### src/verilog/gsm_params.svh
`ifndef GSM_PARAMS_SVH
`define GSM_PARAMS_SVH

// ----------------------------------------------------------------------------
// Timing
// ----------------------------------------------------------------------------
`define GSM_CLK_NS 32'h0000_0064
`define GSM_NS_PER_MS 32'h000F_4240
`define GSM_CYC_PER_MS (`GSM_NS_PER_MS / `GSM_CLK_NS)
`define GSM_SEL_HOLD_MS 32'h0000_0BB8
`define GSM_DEF_HOLD_MS 32'h0000_1388
`define GSM_DEB_MS 32'h0000_0014
`define GSM_CNT_W 26
`define GSM_DEB_W 20

// ----------------------------------------------------------------------------
// Values and factory defaults
// ----------------------------------------------------------------------------
`define GSM_VAL_W 16
`define GSM_VAL_MAX 16'hFFFF
`define GSM_VAL_ZERO 16'h0000
`define GSM_VAL_STEP 16'h0001
`define GSM_DEF_ON_MTORR 16'h0064
`define GSM_DEF_OFF_MTORR 16'h00C8
`define GSM_DEF_ZERO_MTORR 16'h0000
`define GSM_DEF_SPAN_TORR 16'h02F8

`endif

### src/verilog/gsm_pkg.sv
package gsm_pkg;

  // Setup menu steps; the code is also presented on the display step port.
  typedef enum logic [2:0] {
    GSM_NORMAL = 3'b000,
    GSM_ON_TH = 3'b001,
    GSM_OFF_TH = 3'b010,
    GSM_ZERO = 3'b011,
    GSM_SPAN = 3'b100,
    GSM_SPAN_HOLD = 3'b101,
    GSM_DEF_HOLD = 3'b110
  } gsm_state_t;

endpackage
### src/verilog/gsm_debounce.sv
`timescale 1ns/100ps
`include "gsm_params.svh"

module gsm_debounce #(
  parameter int unsigned DEB_CYC = `GSM_DEB_MS * `GSM_CYC_PER_MS,
  parameter logic RST_LEVEL = 1'b0
) (
  input wire logic clk,
  input wire logic reset,
  input wire logic pin,
  output logic level
);

  // --------------------------------------------------------------------------
  // Synchroniser and stability filter
  // --------------------------------------------------------------------------
  logic sync1_reg, sync2_reg, sync3_reg;
  logic level_reg, level_next;
  logic [`GSM_DEB_W-1:0] cnt_reg, cnt_next;

  // A change is only timed while the last two stages agree, so a sample
  // caught mid-transition never starts the stability count.
  always_comb begin
    level_next = level_reg;
    cnt_next = '0;
    if (sync2_reg == sync3_reg && sync3_reg != level_reg) begin
      if (cnt_reg == `GSM_DEB_W'(DEB_CYC - 1)) begin
        level_next = sync3_reg;
      end else begin
        cnt_next = cnt_reg + 1'b1;
      end
    end
  end

  always_ff @(posedge clk) begin
    if (reset) begin
      sync1_reg <= RST_LEVEL;
      sync2_reg <= RST_LEVEL;
      sync3_reg <= RST_LEVEL;
      level_reg <= RST_LEVEL;
      cnt_reg <= '0;
    end else begin
      sync1_reg <= pin;
      sync2_reg <= sync1_reg;
      sync3_reg <= sync2_reg;
      level_reg <= level_next;
      cnt_reg <= cnt_next;
    end
  end

  assign level = level_reg;

endmodule

### src/verilog/gsm_menu.sv
`timescale 1ns/100ps
`include "gsm_params.svh"

module gsm_menu
  import gsm_pkg::*;
#(
  parameter int unsigned SEL_HOLD_CYC = `GSM_SEL_HOLD_MS * `GSM_CYC_PER_MS,
  parameter int unsigned DEF_HOLD_CYC = `GSM_DEF_HOLD_MS * `GSM_CYC_PER_MS,
  parameter int unsigned DEB_CYC = `GSM_DEB_MS * `GSM_CYC_PER_MS
) (
  input wire logic clk,
  input wire logic reset,
  input wire logic key_select,
  input wire logic key_up,
  input wire logic key_down,
  input wire logic relay_disable_n,
  input wire logic [`GSM_VAL_W-1:0] pressure,
  output logic relay_energize,
  output logic [`GSM_VAL_W-1:0] display_value,
  output logic [2:0] display_step,
  output logic default_restore_indication,
  output logic [`GSM_VAL_W-1:0] on_threshold,
  output logic [`GSM_VAL_W-1:0] off_threshold,
  output logic [`GSM_VAL_W-1:0] zero_offset,
  output logic [`GSM_VAL_W-1:0] span_value
);

  // --------------------------------------------------------------------------
  // Key and disable conditioning
  // --------------------------------------------------------------------------
  logic sel_db, up_db, down_db, dis_n_db;
  logic sel_prev_reg, up_prev_reg, down_prev_reg;
  logic sel_rise, sel_fall, up_rise, down_rise;

  gsm_debounce #(.DEB_CYC(DEB_CYC)) u_sel (
    .clk(clk), .reset(reset), .pin(key_select), .level(sel_db)
  );
  gsm_debounce #(.DEB_CYC(DEB_CYC)) u_up (
    .clk(clk), .reset(reset), .pin(key_up), .level(up_db)
  );
  gsm_debounce #(.DEB_CYC(DEB_CYC)) u_down (
    .clk(clk), .reset(reset), .pin(key_down), .level(down_db)
  );
  // The disable line is treated as released at reset so the relay follows
  // pressure straight out of reset, before the filter has seen the real pin level.
  gsm_debounce #(.DEB_CYC(DEB_CYC), .RST_LEVEL(1'b1)) u_dis (
    .clk(clk), .reset(reset), .pin(relay_disable_n), .level(dis_n_db)
  );

  always_ff @(posedge clk) begin
    if (reset) begin
      sel_prev_reg <= 1'b0;
      up_prev_reg <= 1'b0;
      down_prev_reg <= 1'b0;
    end else begin
      sel_prev_reg <= sel_db;
      up_prev_reg <= up_db;
      down_prev_reg <= down_db;
    end
  end

  assign sel_rise = sel_db && !sel_prev_reg;
  assign sel_fall = !sel_db && sel_prev_reg;
  assign up_rise = up_db && !up_prev_reg;
  assign down_rise = down_db && !down_prev_reg;

  // --------------------------------------------------------------------------
  // Menu sequencer
  // --------------------------------------------------------------------------
  gsm_state_t state_reg, state_next;
  logic [`GSM_CNT_W-1:0] cnt_reg, cnt_next;
  logic [`GSM_VAL_W-1:0] cand_reg, cand_next;
  logic [`GSM_VAL_W-1:0] on_reg, on_next, off_reg, off_next;
  logic [`GSM_VAL_W-1:0] zero_reg, zero_next, span_reg, span_next;
  logic [`GSM_VAL_W-1:0] disp_reg, disp_next;
  logic hold_key;
  logic sel_done, def_done;

  // Saturating one-step adjust; up wins when both keys land together.
  function automatic logic [`GSM_VAL_W-1:0] adjust(
    input logic [`GSM_VAL_W-1:0] v,
    input logic inc,
    input logic dec
  );
    logic [`GSM_VAL_W-1:0] r;
    r = v;
    if (inc && v != `GSM_VAL_MAX) begin
      r = v + `GSM_VAL_STEP;
    end else if (dec && !inc && v != `GSM_VAL_ZERO) begin
      r = v - `GSM_VAL_STEP;
    end
    return r;
  endfunction

  always_comb begin
    unique case (state_reg)
      GSM_NORMAL: hold_key = sel_db;
      GSM_SPAN_HOLD: hold_key = sel_db;
      GSM_DEF_HOLD: hold_key = up_db;
      default: hold_key = 1'b0;
    endcase
  end

  assign sel_done = sel_db && cnt_reg == `GSM_CNT_W'(SEL_HOLD_CYC - 1);
  assign def_done = up_db && cnt_reg == `GSM_CNT_W'(DEF_HOLD_CYC - 1);

  always_comb begin
    state_next = state_reg;
    cand_next = cand_reg;
    on_next = on_reg;
    off_next = off_reg;
    zero_next = zero_reg;
    span_next = span_reg;
    cnt_next = hold_key ? cnt_reg + 1'b1 : '0;
    unique case (state_reg)
      GSM_NORMAL: begin
        if (sel_done) begin
          state_next = GSM_ON_TH;
          cand_next = on_reg;
          cnt_next = '0;
        end else if (up_rise && !sel_db) begin
          state_next = GSM_DEF_HOLD;
          cnt_next = '0;
        end
      end
      GSM_ON_TH: begin
        if (sel_rise) begin
          on_next = cand_reg;
          cand_next = off_reg;
          state_next = GSM_OFF_TH;
        end else begin
          cand_next = adjust(cand_reg, up_rise, down_rise);
        end
      end
      GSM_OFF_TH: begin
        if (sel_rise) begin
          off_next = cand_reg;
          state_next = GSM_ZERO;
        end else begin
          cand_next = adjust(cand_reg, up_rise, down_rise);
        end
      end
      GSM_ZERO: begin
        if (down_rise) begin
          zero_next = pressure;
          cand_next = span_reg;
          state_next = GSM_SPAN;
        end else if (sel_rise) begin
          cand_next = span_reg;
          state_next = GSM_SPAN;
        end
      end
      GSM_SPAN: begin
        if (sel_rise) begin
          state_next = GSM_SPAN_HOLD;
        end else begin
          cand_next = adjust(cand_reg, up_rise, down_rise);
        end
      end
      GSM_SPAN_HOLD: begin
        if (sel_done) begin
          span_next = cand_reg;
          state_next = GSM_NORMAL;
          cnt_next = '0;
        end else if (!sel_db) begin
          state_next = GSM_NORMAL;
        end
      end
      GSM_DEF_HOLD: begin
        if (def_done) begin
          on_next = `GSM_DEF_ON_MTORR;
          off_next = `GSM_DEF_OFF_MTORR;
          zero_next = `GSM_DEF_ZERO_MTORR;
          span_next = `GSM_DEF_SPAN_TORR;
          state_next = GSM_NORMAL;
          cnt_next = '0;
        end else if (!up_db) begin
          state_next = GSM_NORMAL;
        end
      end
      default: begin
        state_next = GSM_NORMAL;
      end
    endcase
  end

  // The readout shows the candidate in the threshold and span steps and 000 in the zero step; it is
  // chosen from the next step, so on commit it switches to pressure in the same cycle as the step.
  always_comb begin
    unique case (state_next)
      GSM_ZERO: disp_next = `GSM_VAL_ZERO;
      GSM_ON_TH, GSM_OFF_TH, GSM_SPAN, GSM_SPAN_HOLD: disp_next = cand_next;
      default: disp_next = pressure;
    endcase
  end

  always_ff @(posedge clk) begin
    if (reset) begin
      state_reg <= GSM_NORMAL;
      cnt_reg <= '0;
      cand_reg <= `GSM_VAL_ZERO;
      on_reg <= `GSM_DEF_ON_MTORR;
      off_reg <= `GSM_DEF_OFF_MTORR;
      zero_reg <= `GSM_DEF_ZERO_MTORR;
      span_reg <= `GSM_DEF_SPAN_TORR;
      disp_reg <= `GSM_VAL_ZERO;
    end else begin
      state_reg <= state_next;
      cnt_reg <= cnt_next;
      cand_reg <= cand_next;
      on_reg <= on_next;
      off_reg <= off_next;
      zero_reg <= zero_next;
      span_reg <= span_next;
      disp_reg <= disp_next;
    end
  end

  // --------------------------------------------------------------------------
  // Setpoint relay
  // --------------------------------------------------------------------------
  logic relay_reg, relay_next;

  // If a user sets turn-on above turn-off, below-on wins, so the relay never
  // chatters inside the overlap; it simply stays energized there.
  always_comb begin
    relay_next = relay_reg;
    if (!dis_n_db) begin
      relay_next = 1'b0;
    end else if (pressure < on_reg) begin
      relay_next = 1'b1;
    end else if (pressure > off_reg) begin
      relay_next = 1'b0;
    end
  end

  always_ff @(posedge clk) begin
    if (reset) begin
      relay_reg <= 1'b0;
    end else begin
      relay_reg <= relay_next;
    end
  end

  assign relay_energize = relay_reg;
  assign display_value = disp_reg;
  assign display_step = state_reg;
  assign default_restore_indication = (state_reg == GSM_DEF_HOLD);
  assign on_threshold = on_reg;
  assign off_threshold = off_reg;
  assign zero_offset = zero_reg;
  assign span_value = span_reg;
endmodule

### config.mk
export PLATFORM = sky130hd
export DESIGN_NAME = gsm_menu
export DESIGN_NICKNAME = d
export VERILOG_FILES = /design/src/verilog/gsm_pkg.sv /design/src/verilog/gsm_debounce.sv /design/src/verilog/gsm_menu.sv
export VERILOG_INCLUDE_DIRS = /design/src /design/src/verilog
export SDC_FILE = /design/constraint.sdc
export NUM_CORES = 1
export LEC_CHECK = 0
export BUFFER_PORTS_ARGS = -buffer_cell sky130_fd_sc_hd__buf_2
export CAP_MARGIN = 20
export CORE_MARGIN = 3
export CORE_UTILIZATION = 54
export DETAILED_ROUTE_END_ITERATION = 10
export HOLD_SLACK_MARGIN = 0.02
export PLACE_DENSITY_LB_ADDON = 0.15
export RECOVER_POWER = 50
export SYNTH_ARGS = -nofsm -noshare
export SYNTH_HDL_FRONTEND = slang
export SYNTH_SLANG_ARGS = --single-unit
### constraint.sdc
create_clock -name clk -period 2.82 [get_ports clk]
set_input_delay 0.705 -clock clk [delete_from_list [all_inputs] [get_ports clk]]
set_output_delay 0.705 -clock clk [all_outputs]
set_load 0.01 [all_outputs]
## Yosys cells after proc, flatten, opt, wreduce, memory -nomap -nowiden

Index checks and enable logic that the tools add are counted.

| operators by class | value |
|---|---|
| add/subtract/negate cells | 7 |
| $mul | 0 |
| divide/modulo/power cells | 0 |
| magnitude comparators | 2 |
| eq/ne operators | 31 |
| shift operators | 0 |
| mux-type cells | 41 |
| bitwise gates (word level) | 5 |
| reduce and logical (&&, ||, !) cells | 41 |

Operator list:

| operator | number |
|---|---|
| 2-to-1 mux 16 bit | 14 |
| case mux 16 bit (2 select lines) | 5 |
| 2-to-1 mux 26 bit | 5 |
| adder 20 x 1 -> 20 bit, second input constant | 4 |
| equality test 20 x 18 -> 1 bit, second input constant | 4 |
| case mux 26 bit (3 select lines) | 1 |
| case mux 16 bit (4 select lines) | 1 |
| 2-to-1 mux 3 bit | 11 |
| adder 26 x 1 -> 26 bit, second input constant | 1 |
| equality test 26 x 25 -> 1 bit, second input constant | 1 |
| equality test 26 bit, second input constant | 1 |
| case mux 3 bit (7 select lines) | 1 |
| adder 16 x 1 -> 16 bit, second input constant | 1 |
| > comparator 16 bit | 1 |
| < comparator 16 bit | 1 |
| != test 16 bit, second input constant | 1 |
| nonzero test 16 bit | 1 |
| subtractor 16 x 1 -> 16 bit, second input constant | 1 |
| equality test 3 bit, second input constant | 5 |
| logical AND 1 bit | 13 |
| equality test 3 x 2 -> 1 bit, second input constant | 4 |
| AND reduction 3 bit | 4 |
| OR reduction 3 bit | 4 |
| nonzero test 2 bit | 5 |
| other kinds (13) | 37 |

| word-level totals | value |
|---|---|
| register bits | 225 |
| latch bits | 0 |
| RAM bits | 0 |
| bits in read-only memories | 0 |
| output and inout bits | 85 |
| memories kept | 0 |

## Longest topological paths before layout

| logic depth | value |
|---|---|
| word-level depth | 10 |
| gate-level depth with buffers | 11 |
| mapped depth without buffers | 10 |

## By module

A second synthesis with hierarchy kept.

| second synthesis, totals | value |
|---|---|
| cell total of the unflattened synthesis | 1439 |
| area, all modules | 11775.0 um^2 |

By module, submodules not included:

| module | instances | cells an instance | area each (um^2) |
|---|---|---|---|
| gsm_menu | 1 | 959 | 7395.8 |
| gsm_debounce at u_down ... | 3 | 121 | 1086.0 |
| gsm_debounce at u_dis | 1 | 117 | 1121.1 |

## Worst setup path after synthesis

Ideal clock, no wire load.

| path | value |
|---|---|
| path kind | reg2reg |
| from | register cand_reg[9] |
| to | register disp_reg[13], in the netlist display_value[13] |
| arrival time | 2515 ps |
| slack | 180 ps |
| stages on the path, launching flop included | 10 |
| buffers on the path | 1 |
| period minus slack after synthesis | 2640 ps |
| cells stage by stage | dfxtp_1 clkbuf_1 or4_1 nor3b_1 nor4_1 nor3b_1 a41oi_1 mux2_2 a211oi_1 o21ai_2 |

| on the way | value |
|---|---|
| longest elaborated chain between the ends | 7 |
| elaborated cells between the ends (all ways) | 12 |
| those cells by class | add/sub: 2; eq/ne: 1; mux: 6; reduce/logical: 3 |

RTL lines:

| what | RTL line | text |
|---|---|---|
| from (decl) | gsm_menu.sv:72 | `` logic [`GSM_VAL_W-1:0] cand_reg, cand_next; `` |
| from (signal assigned) | gsm_menu.sv:201 | `` cand_reg <= `GSM_VAL_ZERO; `` |
| from (signal assigned) | gsm_menu.sv:210 | `cand_reg <= cand_next;` |
| parallel branches: the longest is 3 deep, another holds subtractor 16 x 1 -> 16 bit | n/a |  |
| 2-to-1 mux 16 bit * | gsm_menu.sv:87 | `` if (inc && v != `GSM_VAL_MAX) begin `` |
| 2-to-1 mux 16 bit, on equally long branches | gsm_menu.sv:136, gsm_menu.sv:127 |  |
| case mux 16 bit (4 select lines) * | gsm_menu.sv:115 | `unique case (state_reg)` |
| case mux 16 bit (2 select lines) * | gsm_menu.sv:190 | `unique case (state_next)` |
| to (signal assigned) | gsm_menu.sv:206 | `` disp_reg <= `GSM_VAL_ZERO; `` |
| to (signal assigned) | gsm_menu.sv:215 | `disp_reg <= disp_next;` |
| to (decl) | gsm_menu.sv:75 | `` logic [`GSM_VAL_W-1:0] disp_reg, disp_next; `` |

Every way passes the cells marked *.
A chain may end at the register's enable or synchronous reset.

## Worst setup path in the final report

| path | value |
|---|---|
| from | register cnt_reg[10] |
| to | register disp_reg[4], in the netlist display_value[4] |

| on the way | value |
|---|---|
| longest elaborated chain between the ends | 7 |
| elaborated cells between the ends (all ways) | 17 |
| those cells by class | eq/ne: 7; mux: 7; reduce/logical: 3 |

RTL lines:

| what | RTL line | text |
|---|---|---|
| from (decl) | gsm_menu.sv:71 | `` logic [`GSM_CNT_W-1:0] cnt_reg, cnt_next; `` |
| from (signal assigned) | gsm_menu.sv:209 | `cnt_reg <= cnt_next;` |
| equality test 26 bit or equality test 26 x 25 -> 1 bit (tied branches) | gsm_menu.sv:105, gsm_menu.sv:104 |  |
| logical AND 1 bit, on equally long branches | gsm_menu.sv:105, gsm_menu.sv:104 |  |
| 2-to-1 mux 3 bit, on equally long branches | gsm_menu.sv:170, gsm_menu.sv:117, gsm_menu.sv:161 |  |
| case mux 3 bit (7 select lines) | gsm_menu.sv:115 |  |
| equality test 3 x 1 -> 1 bit (tied with other cells) | gsm_menu.sv:190 |  |
| OR reduction 4 bit | gsm_menu.sv:190 |  |
| case mux 16 bit (2 select lines) * | gsm_menu.sv:190 |  |

Mark *: on every way between the ends. The rest lies on a longest branch, timed or not.

==> impl_metrics.env <==
export IMPL_critPathKind="reg2reg"
export IMPL_grt_met1_usage=0.366
export IMPL_r2r_cells=9
export IMPL_async_flop_share=0
export IMPL_setup_violations_final=0
export IMPL_routed_via_density=5.90
export IMPL_drc=0
export IMPL_largest_register_ff_count=26
export IMPL_avgSynthCellArea_um2=7.96
export IMPL_buffer_ports_inserted=106
export IMPL_hold_path_end="u_dis.sync1_reg"
export IMPL_io_pins=107
export IMPL_worst_pin_slew_ns=1.05
export IMPL_clock_path_buffers=3
export IMPL_met2_usage=0.472
export IMPL_critPathMaxStageDelay_ns=0.52
export IMPL_layout_drive_gt1_share=0.105
export IMPL_finalCriticalPeriod_ns=2.73
export IMPL_cellPowerDensity_mw_per_mm2=522
export IMPL_crit_chain="or4b_4 -> or4_4 -> or2_4 -> a311oi_4 -> nand2_2 -> a22oi_2 -> buf_4 -> nor2_2 -> a22o_1"
export IMPL_drt_iter0_markers=824
export IMPL_synth_edf_count=0
export IMPL_rows=51
export IMPL_fillCellCount=1847
export IMPL_die_h_um=150
export IMPL_hold_path_cell_count=2
export IMPL_synth_net_count=1463
export IMPL_tritoncts_clock_tree="built"
export IMPL_via_count_of_the_first_global_routing_pass=9931
export IMPL_floorplan_die_width_um=150
export IMPL_antenna_diode_count=0
export IMPL_cts_max_level=1
export IMPL_critPathLaunch="cnt_reg[10]"
export IMPL_dominantRegCellSynth="dfxtp_1"
export IMPL_clk_latency_ns=0.53
export IMPL_antenna_violations_before_repair=0
export IMPL_track_usage=0.284
export IMPL_total_half_perimeter_wirelength_after_legalization_and_detailed_placement_um=23500
export IMPL_hold_path_startpoint="relay_disable_n"
export IMPL_maxSlewHeadroom=0.295
export IMPL_route_antenna_remaining_nets=0
export IMPL_clock_sink_count=225
export IMPL_fin_nets=1585
export IMPL_vias=10670
export IMPL_total_grt_overflow=0
export IMPL_number_of_hold_slack_violations_in_the_final_timing_report=0
export IMPL_min_path_type="in2reg"
export IMPL_first_pass_iters=5
export IMPL_timing_critical_path_fanout_max=4
export IMPL_maximum_resistive_drop_on_vdd_v=0.000494
export IMPL_yosysUniqueCellTypes=81
export IMPL_detail_route_wirelength_um=32600
export IMPL_synth_sequential_area_ratio=0.404
export IMPL_worstReg2RegEnd="display_value[4]"
export IMPL_place_congestion=0.951
export IMPL_gate_count_post_synth=1403
export IMPL_finalCoreUtilization=0.657
export IMPL_synth_area_mm2=0.0112
export IMPL_grt_met3_use=0.0427
export IMPL_clk_root_buffer_cell="clkbuf_16"
export IMPL_cts_clk_slew_worst_paths_ns=0.06
export IMPL_fin_setup_tns_ns=0
export IMPL_avgRoutedWirePerCell_um=18.0
export IMPL_critPathCaptureType="register"
export IMPL_worst_path_max_delay_cell="or4b_4"
export IMPL_final_period_utilization=0.969
export IMPL_synth_seq_cells=225
export IMPL_timing_reg2reg_setup_slack_ns=0.09
export IMPL_syn_to_final_growth_pct=17.1
export IMPL_rsz0062_at_grt="no"
export IMPL_die_area_mm2=0.0224
export IMPL_final_setup_skew_ns=0.0153
export IMPL_grt_pass1_wl_um=51500
export IMPL_starting_utilization_of_the_core_area=0.561
export IMPL_final_max_slew_viol_count=0
export IMPL_synth_yosys_warnings=0
export IMPL_cellLeakagePower_uw=0.00477
export IMPL_coreArea_mm2=0.0199
export IMPL_crit_path_start_kind="register"
export IMPL_fmaxAchievable_mhz=366
export IMPL_grt_busiest_layer="met2"
export IMPL_cts_made_buffers=25
export IMPL_worstPathArrival_ns=3.14
export IMPL_drv_cap=0
export IMPL_req_time_crit_path_ns=3.22
export IMPL_outcome="complete, no violations"
export IMPL_timing_rr_start="cnt_reg[10]"
export IMPL_grt_start_max_net_pins=67
==> stage by stage <==
stage / std cells / power (uW) / area, um2 / setup slack (ns) / hold slack [ns]
floorplan: 1403 / 3370 / 11200 / 0.180 / 0.389
global placement: 1761 / 3450 / 12300 / 0.103 / 0.399
detailed placement: 1761 / 3450 / 12300 / 0.0714 / 0.402
CTS: 1806 / 6890 / 13100 / 0.0411 / 0.350
global route: 1808 / 7050 / 13100 / 0.00157 / 0.361
finish: 1808 / 6820 / 13100 / 0.0873 / 0.368
==> metal layers <==
layer / wire (um) / part of all wire
met1: 13100 / 0.40
met3: 2690 / 0.083
met5: 0 / 0
met2: 15100 / 0.46
met4: 1720 / 0.053
==> worst max-delay path by stage <==
stage                        end  slack [ns]
6_report        display_value[4]        0.09
5_1_grt         display_value[4]       0.002
4_1_cts         display_value[2]        0.04
3_5_place_dp    display_value[2]        0.07
3_3_place_gp    display_value[2]        0.10
2_1_floorplan  display_value[13]        0.18
==> critical path, delay by kind of cell (launching register included) <==
family                 cells  cell delay, ns
AOI/OAI and AO/OA          3            0.70
DFF                        1            0.31
buffers and inverters      1            0.16
and+or+nand+nor            5            1.45
==> layout make-up <==
cell class,instances,area (um2),share of cell area
Clock buffer,35,723,0.0553
Timing Repair Buffer,169,978,0.0749
Tap cell,265,332,0.0254
Inverter,57,214,0.0164
Sequential cell,225,4510,0.345
Multi-Input combinational cell,1047,6160,0.471
Clock inverter,10,156,0.0120
==> repair_timing <==
action | CTS | global route
endpoints found under the setup margin | 0 | 11
gates resized for setup | 0 | 6
hold buffers | 0 | 0
buffers inserted | 0 | 2
==> power by group <==
part / leakage [uW] / total, uW / internal, uW / switching (uW)
combinational: 0.00252 / 167 / 61.7 / 106
sequential: 0.00182 / 3210 / 3200 / 12.7
clock: 0.000433 / 3440 / 2150 / 1290
==> cell families after synthesis <==
group	synth area share
buf+inv	0.0464
simple gates	0.271
compound gates	0.164
flops	0.404
xor+xnor	0.0706
mux	0.00191
fa+ha+maj	0.0426
==> synthesized netlist by cell type (3+ instances only) <==
library cell    n  area [um2]
dfxtp_1       225        4500
nor2_1        221         830
nand2_1       121         454
nand3_1       102         510
a21oi_1        97         485
o21ai_0        73         365
clkbuf_1       64         240
xor2_1         61         534
inv_1          55         206
ha_1           38         475
and3_1         29         181
xnor2_1        29         254
nor3_1         24         120
nand4_1        21         131
nor2b_1        21         131
a31oi_1        18         113
or3_1          18         113
a21o_1         14         105
nor4_1         12        75.1
a222oi_1       11         110
and2_1         10        62.6
o21ai_2        10        87.6
nand2b_1        7        43.8
nor4b_1         7        61.3
a211oi_1        6        45.0
a22oi_1         6        45.0
o211ai_1        6        45.0
or2_2           6        37.5
buf_2           5        25.0
a211o_1         4        35.0
and4_1          4        35.0
o211a_1         4        40.0
o21a_1          4        30.0
or4_1           4        30.0
a221oi_1        3        26.3
a22o_1          3        26.3
a41oi_1         3        26.3
and4b_1         3        30.0
buf_1           3        11.3
nor3b_1         3        22.5
o31ai_1         3        22.5
==> cell usage in the layout, fill, tap and decap left out, types with 6 or more instances in the layout <==
cell,Yosys,final
clkbuf_16,0,25
nor2_1,221,220
nor2b_1,21,21
and2_1,10,10
o21ai_0,73,73
nand2b_1,7,7
a22oi_1,6,6
nor4_1,12,12
xnor2_1,29,29
nor3_1,24,24
xor2_1,61,61
a31oi_1,18,18
inv_1,55,55
clkbuf_1,64,90
buf_4,1,54
or3_1,18,18
buf_12,1,7
nand3_1,102,102
a21o_1,14,14
ha_1,38,38
dfxtp_1,225,224
a21oi_1,97,97
or2_2,6,6
buf_2,5,22
o21ai_2,10,11
nand4_1,21,21
nand2_1,121,121
nor4b_1,7,7
a211oi_1,6,6
a222oi_1,11,11
o211ai_1,6,6
and3_1,29,29
clkbuf_8,0,6
(Power assumes the default switching activity.)
